===== src/spcr_params.svh =====
// Purpose: Named constants of the power, clock and reset controller.
// Assumes: System clock of 20 MHz; offsets are byte addresses on the register bus.
// Notes: Definitions only.
`ifndef SPCR_PARAMS_SVH
`define SPCR_PARAMS_SVH
// ==========================================================================
// Timing
`define CLK_PERIOD_NS 50
`define WAKE_TIME_NS 35000
`define WAKE_CYC ((`WAKE_TIME_NS + `CLK_PERIOD_NS - 1) / `CLK_PERIOD_NS)
`define RST_HOLD_CYC 5'h10
`define SWITCH_GAP 2'h2
// ==========================================================================
// Register offsets
`define A_PWR_CTRL 7'h00
`define A_PWR_STAT 7'h04
`define A_CLK_SEL 7'h08
`define A_IMO_FREQ 7'h0c
`define A_FLL_CTRL 7'h10
`define A_WDT_CTRL 7'h14
`define A_WDT_MATCH 7'h18
`define A_WDT_COUNT 7'h1c
`define A_RST_CAUSE 7'h20
`define A_INT_STAT 7'h24
`define A_INT_EN 7'h28
`define A_INT_CLR 7'h2c
`define DIV_SEL 2'h2
// ==========================================================================
// Fields and reset values
`define NUM_DIV 8
`define NUM_FRAC_DIV 2
`define DIV_MASK 32'h801f_ffff
`define DIV_EN_BIT 31
`define FRAC_LSB 16
`define SWRST_BIT 8
`define MODE_SLEEP 2'h1
`define MODE_DEEP 2'h2
`define IMO_CODE_RST 3'h0
`define IMO_CODE_MAX 3'h6
`define IMO_TRIM_LSB 8
`define IMO_TRIM_RST 8'h80
`define FLL_TARGET_RST 16'h0200
`define WDT_MATCH_RST 16'hffff
`define CAUSE_EXT 0
`define CAUSE_BOD 1
`define CAUSE_WDT 2
`define CAUSE_SW 3
`define INT_WDT 0
`define INT_WAKE 1
`define INT_SWITCH 2
`define PIN_EXTERNAL_RESET_PIN 0
`define PIN_SUP 1
`define PIN_ILO 2
`define PIN_WCO 3
`define PIN_IMO 4
`endif


===== src/spcr_pkg.sv =====
// Purpose: Types of the power, clock and reset controller.
// Assumes: Nothing beyond the constants header.
// Notes: Power states are Gray coded along Por, Active, Sleep and Wake.
package spcr_pkg;
  typedef enum logic [2:0] {
    ST_POR = 3'h0,
    ST_ACTIVE = 3'h1,
    ST_SLEEP = 3'h3,
    ST_DEEP = 3'h5,
    ST_WAKE = 3'h7
  } pwr_state_t;
endpackage


===== src/periph_clk_divider.sv =====
// Purpose: One peripheral clock divider producing a one-cycle clock enable.
// Assumes: Runs on the system clock; run is low while peripheral clocks are off.
// Notes: Period is div_int + 1 cycles, plus one on fractional carry.
`timescale 1ns/1ns
`default_nettype none
module periph_clk_divider
  import spcr_pkg::*;
#(
  parameter bit FRAC_EN = 1'b0
) (
  input wire logic clk_sys,
  input wire logic nrst,
  input wire logic srst,
  input wire logic run,
  input wire logic enable,
  input wire logic [15:0] div_int,
  input wire logic [4:0] div_frac,
  output logic tick
);
  logic [15:0] cnt;
  logic [4:0] acc;
  logic extra;
  logic [5:0] next_acc;

  assign next_acc = {1'b0, acc} + {1'b0, div_frac};

  // ==========================================================================
  // Divider counter
  always_ff @(posedge clk_sys or negedge nrst) begin
    if (!nrst) begin
      cnt <= 16'h0;
      acc <= 5'h0;
      extra <= 1'b0;
      tick <= 1'b0;
    end else if (srst || !enable) begin
      cnt <= 16'h0;
      acc <= 5'h0;
      extra <= 1'b0;
      tick <= 1'b0;
    end else if (!run) begin
      tick <= 1'b0;
    end else if (cnt != 16'h0) begin
      cnt <= cnt - 16'h1;
      tick <= 1'b0;
    end else if (FRAC_EN && extra) begin
      extra <= 1'b0;
      tick <= 1'b0;
    end else begin
      cnt <= div_int;
      tick <= 1'b1;
      if (FRAC_EN) begin
        acc <= next_acc[4:0];
        extra <= next_acc[5];
      end
    end
  end
endmodule // periph_clk_divider
`default_nettype wire


===== src/system_power_clock_reset.sv =====
// Purpose: Power modes, clock gating and selection, dividers, oscillator trim,
//   watchdog and reset control for a small microcontroller.
// Assumes: One 20 MHz system clock; oscillator and pin inputs are asynchronous.
// Notes: Registers are reached over Avalon-MM with one wait state.
// What this block does
// Three power modes; Active clocks and runs every subsystem.
// Sleep gates processor and memory clocks, peripherals run, instant wake.
// Deep Sleep stops high-speed clock; wake-up takes 35 us.
// Hold mode entry until supply is good; brown-out causes reset.
// Clock source switching is glitch-free and free of metastability.
// Eight peripheral dividers from high-speed clock, two fractional.
// Each divider holds a 16-bit divide value.
// Main oscillator starts at 24 MHz, programmable 24 to 48 in 4 MHz steps.
// Low-power oscillator clocks watchdog and Deep Sleep peripherals.
// Main oscillator can be locked to the watch crystal reference.
// Watchdog counts through Deep Sleep and resets on unserviced timeout.
// Watchdog reset sets a watchdog flag in the reset-cause register.
// Watchdog counter can run from the watch crystal as a clock.
// Several reset sources including software; all logic returns to known state.
// Reset cause is recorded in a register not cleared by reset.
// Low level on the external reset pin requests reset.
// Servicing the watchdog restarts its count from zero.
//
// Decided for this implementation: the placing of the registers and the Avalon-MM interface to the registers.
`include "spcr_params.svh"
`timescale 1ns/1ns
`default_nettype none
module system_power_clock_reset
  import spcr_pkg::*;
(
  input wire logic clk_sys,
  input wire logic nrst,
  input wire logic [6:0] avs_address,
  input wire logic avs_read,
  input wire logic avs_write,
  input wire logic [31:0] avs_writedata,
  input wire logic [3:0] avs_byteenable,
  output logic [31:0] avs_readdata,
  output logic avs_waitrequest,
  input wire logic external_reset_pin_n,
  input wire logic supply_ok,
  input wire logic low_power_oscillator,
  input wire logic watch_crystal_oscillator,
  input wire logic main_osc_ref,
  input wire logic wake_event,
  output logic system_reset_n,
  output logic cpu_clk_en,
  output logic periph_clk_en,
  output logic high_speed_system_clock_run,
  output logic clk_src_sel,
  output logic [2:0] main_internal_oscillator_code,
  output logic [7:0] main_internal_oscillator_trim,
  output logic lp_clk_tick,
  output logic [7:0] div_tick,
  output logic irq
);
  pwr_state_t state;
  pwr_state_t next_state;
  logic [4:0] pin_s1, pin_s2, pin_s3;
  logic ilo_tick, wco_tick, ref_tick;
  logic ack, wr, sw_rst, svc, srst;
  logic [4:0] rst_cnt;
  logic [3:0] cause, cause_set;
  logic [9:0] wake_cnt;
  logic src_req, src_act, gate;
  logic [1:0] sw_cnt;
  logic fll_en;
  logic [15:0] fll_target, ref_cnt;
  logic wdt_rst_en, wdt_wco, wdt_tick, wdt_hit, wdt_bite;
  logic [15:0] wdt_match, wdt_count;
  logic [2:0] int_stat, int_en, int_ev;
  logic [31:0] div_cfg [`NUM_DIV];
  logic [31:0] rd_mux;
  logic [31:0] wmerge;

  function automatic logic [31:0] be_merge(input logic [31:0] old, input logic [31:0] nw,
                                           input logic [3:0] be);
    logic [31:0] r;
    r = old;
    for (int b = 0; b < 4; b++) begin
      if (be[b]) begin
        r[b*8 +: 8] = nw[b*8 +: 8];
      end
    end
    return r;
  endfunction

  function automatic logic hit(input logic [6:0] a, input logic [6:0] off);
    return a == off;
  endfunction

  // ==========================================================================
  // Pin and oscillator synchronisers
  always_ff @(posedge clk_sys or negedge nrst) begin
    if (!nrst) begin
      pin_s1 <= 5'h03;
      pin_s2 <= 5'h03;
      pin_s3 <= 5'h03;
    end else begin
      pin_s1 <= {main_osc_ref, watch_crystal_oscillator, low_power_oscillator, supply_ok,
                 external_reset_pin_n};
      pin_s2 <= pin_s1;
      pin_s3 <= pin_s2;
    end
  end

  assign ilo_tick = pin_s2[`PIN_ILO] && !pin_s3[`PIN_ILO];
  assign wco_tick = pin_s2[`PIN_WCO] && !pin_s3[`PIN_WCO];
  assign ref_tick = pin_s2[`PIN_IMO] && !pin_s3[`PIN_IMO];
  assign lp_clk_tick = ilo_tick;

  // ==========================================================================
  // Register bus handshake
  assign avs_waitrequest = (avs_read || avs_write) && !ack;
  assign wr = avs_write && ack;
  assign wmerge = be_merge(32'h0, avs_writedata, avs_byteenable);
  assign sw_rst = wr && hit(avs_address, `A_PWR_CTRL) && wmerge[`SWRST_BIT];
  assign svc = wr && hit(avs_address, `A_WDT_COUNT);

  always_ff @(posedge clk_sys or negedge nrst) begin
    if (!nrst) begin
      ack <= 1'b0;
    end else begin
      ack <= (avs_read || avs_write) && !ack;
    end
  end

  always_ff @(posedge clk_sys or negedge nrst) begin
    if (!nrst) begin
      avs_readdata <= 32'h0;
    end else if (avs_read && !ack) begin
      avs_readdata <= rd_mux;
    end
  end

  always_comb begin
    rd_mux = 32'h0;
    if (avs_address[6:5] == `DIV_SEL) begin
      rd_mux = div_cfg[avs_address[4:2]];
    end else begin
      case (avs_address)
        `A_PWR_STAT: rd_mux = {28'h0, pin_s2[`PIN_SUP], state};
        `A_CLK_SEL: rd_mux = {23'h0, src_act, 7'h0, src_req};
        `A_IMO_FREQ: rd_mux = {16'h0, main_internal_oscillator_trim, 5'h0,
                               main_internal_oscillator_code};
        `A_FLL_CTRL: rd_mux = {fll_target, 15'h0, fll_en};
        `A_WDT_CTRL: rd_mux = {30'h0, wdt_wco, wdt_rst_en};
        `A_WDT_MATCH: rd_mux = {16'h0, wdt_match};
        `A_WDT_COUNT: rd_mux = {16'h0, wdt_count};
        `A_RST_CAUSE: rd_mux = {28'h0, cause};
        `A_INT_STAT: rd_mux = {29'h0, int_stat};
        `A_INT_EN: rd_mux = {29'h0, int_en};
        default: rd_mux = 32'h0;
      endcase
    end
  end

  // ==========================================================================
  // Reset sources, stretch and cause record
  assign cause_set[`CAUSE_EXT] = !pin_s2[`PIN_EXTERNAL_RESET_PIN];
  assign cause_set[`CAUSE_BOD] = !pin_s2[`PIN_SUP] && state != ST_POR;
  assign cause_set[`CAUSE_WDT] = wdt_bite;
  assign cause_set[`CAUSE_SW] = sw_rst;

  always_ff @(posedge clk_sys or negedge nrst) begin
    if (!nrst) begin
      rst_cnt <= `RST_HOLD_CYC;
    end else if (|cause_set) begin
      rst_cnt <= `RST_HOLD_CYC;
    end else if (rst_cnt != 5'h0) begin
      rst_cnt <= rst_cnt - 5'h1;
    end
  end

  assign srst = rst_cnt != 5'h0;
  assign system_reset_n = !srst;

  always_ff @(posedge clk_sys or negedge nrst) begin
    if (!nrst) begin
      cause <= 4'h0;
    end else if (wr && hit(avs_address, `A_RST_CAUSE)) begin
      cause <= (cause & ~wmerge[3:0]) | cause_set;
    end else begin
      cause <= cause | cause_set;
    end
  end

  // ==========================================================================
  // Power mode state machine
  always_comb begin
    next_state = state;
    case (state)
      ST_POR: if (pin_s2[`PIN_SUP]) next_state = ST_ACTIVE;
      ST_ACTIVE: begin
        if (wr && hit(avs_address, `A_PWR_CTRL) && wmerge[1:0] == `MODE_SLEEP) begin
          next_state = ST_SLEEP;
        end else if (wr && hit(avs_address, `A_PWR_CTRL) && wmerge[1:0] == `MODE_DEEP) begin
          next_state = ST_DEEP;
        end
      end
      ST_SLEEP: if (wake_event) next_state = ST_ACTIVE;
      ST_DEEP: if (wake_event) next_state = ST_WAKE;
      ST_WAKE: if (wake_cnt == 10'h0) next_state = ST_ACTIVE;
      default: next_state = ST_POR;
    endcase
  end

  always_ff @(posedge clk_sys or negedge nrst) begin
    if (!nrst) begin
      state <= ST_POR;
    end else if (srst) begin
      state <= ST_POR;
    end else begin
      state <= next_state;
    end
  end

  always_ff @(posedge clk_sys or negedge nrst) begin
    if (!nrst) begin
      wake_cnt <= 10'h0;
    end else if (state == ST_DEEP) begin
      wake_cnt <= 10'(`WAKE_CYC - 1);
    end else if (wake_cnt != 10'h0) begin
      wake_cnt <= wake_cnt - 10'h1;
    end
  end

  assign cpu_clk_en = state == ST_ACTIVE && gate;
  assign periph_clk_en = (state == ST_ACTIVE || state == ST_SLEEP) && gate;
  assign high_speed_system_clock_run = state != ST_DEEP;

  // ==========================================================================
  // Glitch-free clock source switch
  always_ff @(posedge clk_sys or negedge nrst) begin
    if (!nrst) begin
      src_req <= 1'b0;
    end else if (srst) begin
      src_req <= 1'b0;
    end else if (wr && hit(avs_address, `A_CLK_SEL) && avs_byteenable[0]) begin
      src_req <= avs_writedata[0];
    end
  end

  always_ff @(posedge clk_sys or negedge nrst) begin
    if (!nrst) begin
      src_act <= 1'b0;
      gate <= 1'b1;
      sw_cnt <= 2'h0;
    end else if (srst) begin
      src_act <= 1'b0;
      gate <= 1'b1;
      sw_cnt <= 2'h0;
    end else if (gate) begin
      if (src_act != src_req) begin
        gate <= 1'b0;
        sw_cnt <= `SWITCH_GAP;
      end
    end else if (sw_cnt != 2'h0) begin
      sw_cnt <= sw_cnt - 2'h1;
    end else if (src_act != src_req) begin
      src_act <= src_req;
      sw_cnt <= `SWITCH_GAP;
    end else begin
      gate <= 1'b1;
    end
  end

  assign clk_src_sel = src_act;

  // ==========================================================================
  // Main oscillator frequency and lock to the watch crystal
  always_ff @(posedge clk_sys or negedge nrst) begin
    if (!nrst) begin
      main_internal_oscillator_code <= `IMO_CODE_RST;
      main_internal_oscillator_trim <= `IMO_TRIM_RST;
      fll_en <= 1'b0;
      fll_target <= `FLL_TARGET_RST;
      ref_cnt <= 16'h0;
    end else if (srst) begin
      main_internal_oscillator_code <= `IMO_CODE_RST;
      main_internal_oscillator_trim <= `IMO_TRIM_RST;
      fll_en <= 1'b0;
      fll_target <= `FLL_TARGET_RST;
      ref_cnt <= 16'h0;
    end else begin
      if (wr && hit(avs_address, `A_IMO_FREQ)) begin
        if (avs_byteenable[0]) begin
          main_internal_oscillator_code <= (avs_writedata[2:0] > `IMO_CODE_MAX) ?
            `IMO_CODE_MAX : avs_writedata[2:0];
        end
        if (avs_byteenable[1]) begin
          main_internal_oscillator_trim <= avs_writedata[`IMO_TRIM_LSB +: 8];
        end
      end else if (fll_en && wco_tick) begin
        if (ref_cnt < fll_target && main_internal_oscillator_trim != 8'hff) begin
          main_internal_oscillator_trim <= main_internal_oscillator_trim + 8'h1;
        end else if (ref_cnt > fll_target && main_internal_oscillator_trim != 8'h00) begin
          main_internal_oscillator_trim <= main_internal_oscillator_trim - 8'h1;
        end
      end
      if (wr && hit(avs_address, `A_FLL_CTRL)) begin
        fll_en <= avs_byteenable[0] ? avs_writedata[0] : fll_en;
        fll_target <= 16'(be_merge({fll_target, 16'h0}, avs_writedata, avs_byteenable) >> 16);
      end
      if (wco_tick) begin
        ref_cnt <= 16'h0;
      end else if (ref_tick && ref_cnt != 16'hffff) begin
        ref_cnt <= ref_cnt + 16'h1;
      end
    end
  end

  // ==========================================================================
  // Watchdog counter
  assign wdt_tick = wdt_wco ? wco_tick : ilo_tick;
  assign wdt_hit = wdt_tick && wdt_count == wdt_match;
  assign wdt_bite = wdt_hit && wdt_rst_en && !svc;

  always_ff @(posedge clk_sys or negedge nrst) begin
    if (!nrst) begin
      wdt_rst_en <= 1'b0;
      wdt_wco <= 1'b0;
      wdt_match <= `WDT_MATCH_RST;
    end else if (srst) begin
      wdt_rst_en <= 1'b0;
      wdt_wco <= 1'b0;
      wdt_match <= `WDT_MATCH_RST;
    end else begin
      if (wr && hit(avs_address, `A_WDT_CTRL) && avs_byteenable[0]) begin
        wdt_rst_en <= avs_writedata[0];
        wdt_wco <= avs_writedata[1];
      end
      if (wr && hit(avs_address, `A_WDT_MATCH)) begin
        wdt_match <= 16'(be_merge({16'h0, wdt_match}, avs_writedata, avs_byteenable));
      end
    end
  end

  always_ff @(posedge clk_sys or negedge nrst) begin
    if (!nrst) begin
      wdt_count <= 16'h0;
    end else if (srst || svc) begin
      wdt_count <= 16'h0;
    end else if (wdt_hit) begin
      wdt_count <= 16'h0;
    end else if (wdt_tick) begin
      wdt_count <= wdt_count + 16'h1;
    end
  end

  // ==========================================================================
  // Interrupt status, enable and clear
  assign int_ev[`INT_WDT] = wdt_hit;
  assign int_ev[`INT_WAKE] = state == ST_WAKE && next_state == ST_ACTIVE;
  assign int_ev[`INT_SWITCH] = !gate && sw_cnt == 2'h0 && src_act == src_req;

  always_ff @(posedge clk_sys or negedge nrst) begin
    if (!nrst) begin
      int_stat <= 3'h0;
      int_en <= 3'h0;
    end else if (srst) begin
      int_stat <= 3'h0;
      int_en <= 3'h0;
    end else begin
      if (wr && hit(avs_address, `A_INT_CLR)) begin
        int_stat <= (int_stat & ~wmerge[2:0]) | int_ev;
      end else begin
        int_stat <= int_stat | int_ev;
      end
      if (wr && hit(avs_address, `A_INT_EN) && avs_byteenable[0]) begin
        int_en <= avs_writedata[2:0];
      end
    end
  end

  assign irq = |(int_stat & int_en);

  // ==========================================================================
  // Peripheral clock dividers
  always_ff @(posedge clk_sys or negedge nrst) begin
    if (!nrst) begin
      for (int i = 0; i < `NUM_DIV; i++) begin
        div_cfg[i] <= 32'h0;
      end
    end else if (srst) begin
      for (int i = 0; i < `NUM_DIV; i++) begin
        div_cfg[i] <= 32'h0;
      end
    end else if (wr && avs_address[6:5] == `DIV_SEL) begin
      div_cfg[avs_address[4:2]] <= be_merge(div_cfg[avs_address[4:2]], avs_writedata,
                                            avs_byteenable) & `DIV_MASK;
    end
  end

  for (genvar g = 0; g < `NUM_DIV; g++) begin : g_div
    periph_clk_divider #(
      .FRAC_EN(g < `NUM_FRAC_DIV)
    ) u_div (
      .clk_sys(clk_sys),
      .nrst(nrst),
      .srst(srst),
      .run(periph_clk_en),
      .enable(div_cfg[g][`DIV_EN_BIT]),
      .div_int(div_cfg[g][15:0]),
      .div_frac(div_cfg[g][`FRAC_LSB +: 5]),
      .tick(div_tick[g])
    );
  end
endmodule // system_power_clock_reset
`default_nettype wire


===== config.mk =====
export PLATFORM = sky130hd
export DESIGN_NAME = system_power_clock_reset
export DESIGN_NICKNAME = d
export VERILOG_FILES = /design/src/spcr_pkg.sv /design/src/periph_clk_divider.sv /design/src/system_power_clock_reset.sv
export VERILOG_INCLUDE_DIRS = /design/src /design/src/src
export SDC_FILE = /design/constraint.sdc
export NUM_CORES = 1
export LEC_CHECK = 0
export BUFFER_PORTS_ARGS = -buffer_cell sky130_fd_sc_hd__buf_2
export CORE_ASPECT_RATIO = 1.1
export CORE_MARGIN = 4
export CORE_UTILIZATION = 35
export CTS_CLUSTER_SIZE = 10
export DETAILED_ROUTE_END_ITERATION = 8
export PLACE_DENSITY = 0.58
export REMOVE_ABC_BUFFERS = 1
export SLEW_MARGIN = 20
export SYNTH_ARGS = -nofsm -noshare
export SYNTH_HDL_FRONTEND = slang
export SYNTH_SLANG_ARGS = --single-unit

===== constraint.sdc =====
create_clock -name clk_sys -period 3.2 [get_ports clk_sys]
set_input_delay 0.16 -clock clk_sys [delete_from_list [all_inputs] [get_ports clk_sys]]
set_output_delay 0.16 -clock clk_sys [all_outputs]
set_load 0.02 [all_outputs]

==> flow_results.org, run 1 <==
** Layout
- Area of the multi-input gates :: 12,400 sq um
- Layout fillers :: 6,876
- Registers take 12,100 sq um.
- Diodes inserted :: 0
- For this run, the number of standard cells in the final layout without fillers is 3,949.
- Number of nets in the final layout :: 3,083
- Ratio of cells with drive above 1 in the final layout :: 16.6%
- Area overhead of the layout relative to synthesis :: 18.7%

** Clocking
- Clock-pin slew was measured on the worst setup and hold paths at 60 ps.
- Clock tree from TritonCTS :: built
- The H-tree generated during clock tree synthesis spans 2 levels.
- The clock passes through at most 3 buffers.
- Clock tree synthesis inserted a total of 57 buffers.
- The tree is rooted in a clkbuf_16.
- Latest clock arrival within the worst-skew pair :: 630 ps
- Sink count of the clock tree :: 481

** Floorplan
- Width of the die :: 264 um
- In this run the count of I/O pins placed on the die edge is 112.
- In this run the standard cell core region covers 70,800 sq um.
- Core Rows :: 102
- The die covers 76,300 sq um.
- The die is 289 um tall.
- The initial utilization of the core area, before any placement, comes to 35.6%.

** Timing
- For the final database, setup skew stands at 49.2 ps.
- Hold timing on the final database bottoms out at a slack of 55.3 ps.
- Of the available clock period, the critical path in the final layout requires 101%.
- The count of final max-slew check failures came to 0.
- The final-report hold violation count came to 0.
- Post-route minimum period :: 3230 ps
- Setup repair after global routing could not meet its margin everywhere.
- Worst-case headroom to the max-slew limit :: 42.7%
- At the pin with the least slew margin, the transition time is 856 ps.
- Final number of setup-violating endpoints :: 1
- Timing would allow up to 0.310 GHz.
- Smallest setup slack after layout :: -26.5 ps

** Critical path
- Along the worst path, the maximum fanout reaches 7.
- Largest incremental delay on the critical path :: 540 ps
- Critical Path End Type :: flop
- In this run the critical register-to-register path is launched from fll_target[9].
- Origin of the worst setup path :: fll_target[9]
- The number of cells on the worst reg-to-reg path is 16.
- Arrival time reported for the critical path endpoint :: 3760 ps
- Critical path cell sequence :: inv_2 > ha_4 > nand4_1 > or2_4 > a211o_1 > nand4_1 > buf_6 > buf_6 > ha_4 > a21o_1 > a21o_1 > a22oi_2 > o311ai_2 > xnor2_1 > nor3_1 > o31ai_1
- The critical path is of the reg2reg type.
- On the critical path, the stage with the largest delay is an instance of dfstp_2.
- STA classifies the critical path startpoint as a flop.
- Data on the critical path is required at its endpoint by 3730 ps.

** Synth
- The share of the Yosys chip area taken by registers is 47.9%.
- Synthesized area per cell :: 9.15 sq um
- Synthesis instantiated 79 different standard cells from the library.
- Number of flops mapped to enable cells by yosys :: 0
- After synthesis, the largest area contributor takes up 45.4% of total cell area.
- Post-synthesis async set-or-reset flop share :: 100%
- Largest area contributor in the synthesized netlist :: dfrtp_1
- Yosys warning count :: 0
- Post-synthesis sequential element count :: 481
- Post-Synthesis Cells :: 2,754
- Synth Flop Type :: dfrtp_1
- In this run the cell area of the synthesized design comes to 25,200 sq um.
- Synth area leaders :: dfrtp_1 (45%), o21ai_0 (7.9%), nand2_1 (6.1%)

** Global route
- Largest net degree at the start of global routing :: 79
- Global-route wire length before repair :: 133,000 um
- Grt ovf :: 0
- Initial antenna violation count :: 1
- Total global-route track usage :: 21.8%
- Vias in the first global route :: 22,200

** Pwr
- In this run the power spent charging and discharging nets is 3790 uW.
- The worst-case IR drop observed on VDD is 0.403 mV.
- Reported leakage power :: 0.0132 uW
- Power share of the sequential group :: 44.6%
- In this run the power density over the cells is 470 nW/um^2.
- Clock network fraction of total power :: 44.4%
- The internal portion of the total power is 10,300 uW.
- Total Power Consumption :: 14,100 uW
- Switching part of the total :: 27.0%
- Combinational logic is responsible for 11.0% of the overall power.

** Routing
- Via count normalized by instance count :: 5.66
- Pre-Repair DR Iteration Count :: 8
- Total Routed Length :: 84,800 um
- After detailed routing, the number of remaining DRC violations is 0.
- The final route contains 22,300 vias.
- Dividing the detail-routed wire length by the instance count gives 21.5 um.
- After the first detailed-routing iteration, the DRC count stood at 2,141.
- Once detail routing completed, the nets flagged for antenna violations numbered 0.

** Run status
- Violated checks :: negative setup slack
- The flow ran to the end, but the final reports show violations.

** Flow run
- Max cap viols :: 0

** Placement
- The count of buffers added on input and output ports is 111.
- HPWL after detailed placement :: 60,200 um
- Placement Setup Slack :: -371 ps
- The congestion estimate from routability-driven global placement came to 0.917.
- Inst Count DP :: 3,801

** Hold path
- Hold_sp :: avs_address[0]
- Worst hold path depth :: 4
- Class of the worst hold path :: in2reg
[sequential cells by signal, summed over array words and instances (netlist names), 16 cells and up]
register	count
fll_target	16
wdt_match	16
div_cfg	176
g_div.u_div.cnt	128
wdt_count	16
ref_cnt	16
avs_readdata	32
[power groups by stage]
| stage | sequential [uW] | combinational (uW) | clock, uW |
|---|---|---|---|
| after floorplan | 6410 | 555 | 0 |
| after global placement | 6360 | 1460 | 0 |
| after detailed placement | 6370 | 1480 | 0 |
| after CTS | 6260 | 1540 | 6390 |
| after global routing | 6270 | 1650 | 6620 |
| final | 6260 | 1550 | 6250 |
[timing repair]
| action | 4_1_cts | 5_1_grt |
|---|---|---|
| setup buffers | 2 | 7 |
| gates cloned | 0 | 0 |
| resized for setup | 14 | 11 |
| pin swaps | 9 | 17 |
| hold buffers | 43 | 0 |
| setup endpoints to repair | 6 | 5 |
| endpoints found under the hold margin | 207 | 0 |
[Yosys cell counts, types with 6 or more instances]
cell / n
or3_1: 18
xor2_1: 36
a222oi_1: 9
nand3_1: 62
nand2b_1: 9
or2_2: 16
and3_1: 30
a221oi_1: 10
a22oi_1: 17
mux2_2: 22
clkbuf_1: 102
nand4_1: 27
dfrtp_1: 457
o21ai_0: 396
nor4_1: 34
a31oi_1: 17
nor3_1: 95
nor2b_1: 16
buf_4: 9
ha_1: 51
a211oi_1: 18
nor3b_1: 12
and2_1: 19
or4_1: 10
buf_2: 33
a21o_1: 11
buf_1: 8
a21oi_1: 187
mux2i_1: 72
and4_1: 7
inv_1: 54
o22ai_1: 14
xnor2_1: 22
o31ai_1: 6
dfstp_2: 24
a41oi_1: 6
mux4_2: 44
nor2_1: 284
nand2_1: 411
[logic make-up after synthesis]
family / Yosys count / share of synthesized area [%]
adder cells (fa/ha/maj): 54 / 2.77
multiplexers: 138 / 7.78
buffers and inverters: 206 / 3.37
AO/OA/AOI/OAI: 735 / 16.3
XOR/XNOR: 58 / 2.02
flip-flops: 481 / 47.9
AND/OR/NAND/NOR: 1082 / 19.8
[layer usage]
metal  share of wire, %  routed length, um  GRT usage, %  vias to the layer above
li1                   -                  -             -                    10200
met1                 42              35900          29.1                    11100
met2                 47              40200          35.8                      772
met3                5.9               5030          3.37                      179
met4                4.3               3670          8.85                        0
met5                  0                  0             0                        -
[worst max-delay path, delay by kind of cell (launching register included)]
kind                       cells  cell delay, ps
AOI/OAI and AO/OA              6            1130
xor gates and xnor gates       1             170
adders and majority gates      2             440
buffers and inverters          3             300
DFF                            1             540
and+or+nand+nor                4             530
[path summary, 6_finish.rpt]
path | slack, ps | end
min reg2reg | 350 | pin_s2[3]
max in group asynchronous | 2210 | g_div[1].u_div.acc[4]
max | -30 | main_internal_oscillator_trim[7]
max reg2reg | -30 | main_internal_oscillator_trim[7]
min in group asynchronous | 80 | g_div[7].u_div.cnt[6]
min | 60 | avs_readdata[2]
[cell type report]
cell class              instances  share of cell area (%)
repair buffers                315                    7.62
well taps                     936                    3.92
clock inverters                 6                   0.351
clock buffers                  90                    5.53
flip-flops and latches        481                    40.4
multi-input cells            2067                    41.5
inverters                      54                   0.690
[through the flow]
stage	TNS, ps	utilization (%)	area [sq um]
floorplan	-39620	-	24500
global placement	-539	38.9	27500
detailed placement	-809	38.9	27500
CTS	0	42.1	29800
global route	-358	42.2	29900
finish	-26.5	42.2	29900
[layout by cell type (no fill, tap or decap), types with 25 or more instances in the layout]
cell / netlist / layout
nor3_1: 95 / 93
nand3_1: 62 / 62
xor2_1: 36 / 36
dfrtp_1: 457 / 457
clkbuf_1: 102 / 25
ha_1: 51 / 47
o21ai_0: 396 / 394
inv_1: 54 / 52
a21oi_1: 187 / 180
mux2i_1: 72 / 72
nor2_1: 284 / 284
nand2_1: 411 / 411
nand4_1: 27 / 27
buf_4: 9 / 155
mux4_2: 44 / 44
nor4_1: 34 / 34
dlygate4sd3_1: 0 / 43
and3_1: 30 / 30
buf_2: 33 / 109
clkbuf_16: 0 / 59
No activity file was read; power rests on OpenSTA's default activity.
==> run 2, diff against run 1 <==
Settings changed: PLACE_DENSITY 0.58 to 0.56.
Clock period 3.2 ns to 3.75 ns, I/O delays scaled along.
==> run 2 against run 1 <==
Effect of this change: the flow now finishes without violations; clock skew fell by 15 ps; sequential power fell by 15%; routed wire length fell by 0.57%; via count fell by 1.7%; worst hold slack improved by 17 ps; sequential cell count did not move; setup slack improved by 260 ps; largest power group unchanged; highest routed layer unchanged.
==> flow_results.org, run 2 (synthesis results as in run 1) <==
** Routing
- Wire length per cell :: 21.8 um (+1.6%)
- Post-DRT Antenna Nets :: 0 (unchanged)
- DRC :: 0 (unchanged)
- Total Routed Length :: 84,300 um (-0.57%)
- Initial detailed-routing violation count :: 1,988 (-7.1%)
- The per-cell via count in the routed design is 5.69 (+0.51%).
- The number of iterations in the first detailed-routing pass came to 6 (-2).
- The via count was 22,000 (-1.7%).

** Timing
- Setup repair after global routing left no endpoint under its margin.
- Setup TNS Final :: 0 ps (+26.5 ps)
- Hold violation count in the final report :: 0 (unchanged)
- Final Cycle Share :: 93.8% (-7.0 points)
- The actual transition at the worst max-transition pin was 1000 ps (+147 ps).
- The maximum operating frequency is 0.284 GHz (-8.3%).
- Smallest setup slack after layout :: 232 ps (+258 ps)
- The minimum period implied by the final worst setup slack was 3520 ps (+292 ps).
- The count of final setup violators came to 0 (-1).
- Worst clock skew on the final layout :: 33.7 ps (-15.4 ps)
- The normalized max-slew margin is 33.0% (-9.7 points).
- The count of final max-slew check failures was 0 (unchanged).

** Pwr
- VDD IR max :: 0.334 mV (-17%)
- Reported leakage power :: 0.0127 uW (-3.7%)
- Power Density :: 402 nW/um^2 (-15%)

** Clocking
- TritonCTS built the clock tree.
- Sink count of the clock tree :: 481 (unchanged)
- Worst-path clk slew :: 60 ps (about the same)
- H-tree Lvls :: 2 (unchanged)
- Total clock buffers created by CTS :: 56 (-1.8%)
- The clock latency of the later-clocked register in the worst-skew pair was 630 ps (about the same).
- The tree is rooted in a clkbuf_16.
- Clock Path Buffers :: 3 (unchanged)

** Global route
- The wire length of the first global-routing pass is 130,000 um (-2.0%).
- The via count of the first global-routing pass is 21,800 (-2.1%).
- The total overflow reported by the global router is 0 (unchanged).
- The pin count of the biggest net entering global routing was 109 (+38%).
- The total global-route track usage was 21.6% (-0.21 points).
- Initial antenna violation count :: 1 (unchanged)

** Critical path
- The startpoint identified for the worst register-to-register timing path is fll_target[9].
- The peak per-stage delay on the critical path was 540 ps (about the same).
- The data arrival time of the critical path is 4030 ps (+270 ps).
- Startpoint type of the worst setup path :: flop
- The critical path is of the reg2reg type.
- Number of buffers and inverters on the critical path :: 3 (unchanged)
- Worst Path Max Fanout :: 7 (unchanged)
- Endpoint required time on the critical path :: 4260 ps (+530 ps)
- STA classifies the critical path endpoint as a flop.
- On the critical path, the stage with the largest delay is an instance of dfstp_2.
- Origin of the worst setup path :: fll_target[9]
- Critical path cell sequence :: inv_1 > ha_1 > nand4_1 > or2_2 > or2_2 > nand4_1 > buf_4 > inv_1 > fa_1 > nor2b_1 > nor3_1 > o21bai_1 > a21oi_1 > xnor2_1 > mux2i_1 > a211oi_1
- Kind of cell adding the most delay to the critical path :: simple AND/OR/NAND/NOR gates

** Hold path
- Class of the worst hold path :: in2reg
- The worst hold path begins at avs_address[1].

** Floorplan
- Count of boundary I/O pins :: 112 (unchanged)
- The total die area came to 76,300 sq um (unchanged).
- Area inside the core boundary :: 70,800 sq um (unchanged)
- The initial core utilization is 35.6% (unchanged).
- The vertical die dimension is 289 um (unchanged).
- Width of the die :: 264 um (unchanged)
- Core Rows :: 102 (unchanged)

** Layout
- The final net count is 2,998 (-2.8%).
- Area overhead of the layout relative to synthesis :: 15.3%
- Leaving out fill and tap cells, the most frequent cell in the layout is dfrtp_1.
- Largest registers ranked by flip-flop count :: div_cfg x176, g_div.u_div.cnt x128, avs_readdata x32
- More flip-flops sit in one register than any other, and that register is div_cfg.
- Max reg flops :: 176 (unchanged)
- Leaving out fill and tap cells, the most frequent cells in the layout are dfrtp_1 (457), nand2_1 (411), o21ai_0 (396).
- The fill cell instance count of the final layout came to 7,012 (+2.0%).
- The fraction of final layout cells sized beyond drive strength 1 is 13.4% (-3.2 points).

** Flow run
- The max-capacitance violation count was 0 (unchanged).

** Placement
- Placement Setup Slack :: 100 ps (+471 ps)
- Placer Congestion :: 0.904 (-1.5%)
- IO buf count :: 111 (unchanged)
- The final HPWL from detailed placement was 59,300 um (-1.6%).

** Run status
- Run status :: finished clean
-- run 2: through the flow --
step	util (%)	total power (uW)	cell area [sq um]	hold WS (ps)	instances
after global placement	38.1	6670	27000	275	3723
after global routing	41.0	12100	29000	95.1	3862
after detailed placement	38.1	6690	27000	279	3723
after floorplan	-	5940	24500	-108	2602
after CTS	41.0	11800	29000	44.4	3859
final	41.0	11700	29000	72.4	3863
-- run 2: area by class of cell --
type / instances / area, sq um / area share (%)
Antenna cell: 1 / 2.50 / 0.00861
Clock inverter: 3 / 32.5 / 0.112
Sequential cell: 481 / 12100 / 41.5
Multi-Input combinational cell: 2067 / 12300 / 42.4
Clock buffer: 90 / 1580 / 5.44
Inverter: 54 / 203 / 0.698
Tap cell: 936 / 1170 / 4.03
Timing Repair Buffer: 231 / 1660 / 5.73
-- run 2: metal layers --
metal  track usage (%)  wire length (um)  up-vias
li1                  -                 -    10100
met1              28.7             35500    10900
met2              34.9             39400      752
met3              3.53              5350      191
met4              9.73              4080        0
met5                 0                 0        -
-- run 2: final timing paths --
path	endpoint	slack (ps)	depth (start not counted)
min reg2reg	pin_s2[2]	350	0
min	avs_readdata[2]	70	4
max reg2reg	main_internal_oscillator_trim[6]	230	16
min in group asynchronous	g_div[6].u_div.cnt[9]	180	2
max in group asynchronous	avs_readdata[31]	2370	3
max	main_internal_oscillator_trim[6]	230	16
-- run 2: what timing repair did --
item,in CTS,in global routing
setup buffers,0,2
hold endpoints to repair,148,0
hold buffers,43,0
gates resized for setup,0,1
endpoints found under the setup margin,0,2
-- run 2: worst min-delay path, delay by kind of cell --
kind / cells / cell delay, ps
AO/OA/AOI/OAI: 1 / 110
AND/OR/NAND/NOR: 2 / 250
buffers and inverters: 1 / 110
-- run 2: power by group --
| part | total, uW | switching [uW] | leakage (uW) | internal, uW |
|---|---|---|---|---|
| Sequential | 5340 | 63.9 | 0.00656 | 5280 |
| Combinational | 1300 | 959 | 0.00538 | 338 |
| Clock | 5040 | 2190 | 0.000773 | 2850 |
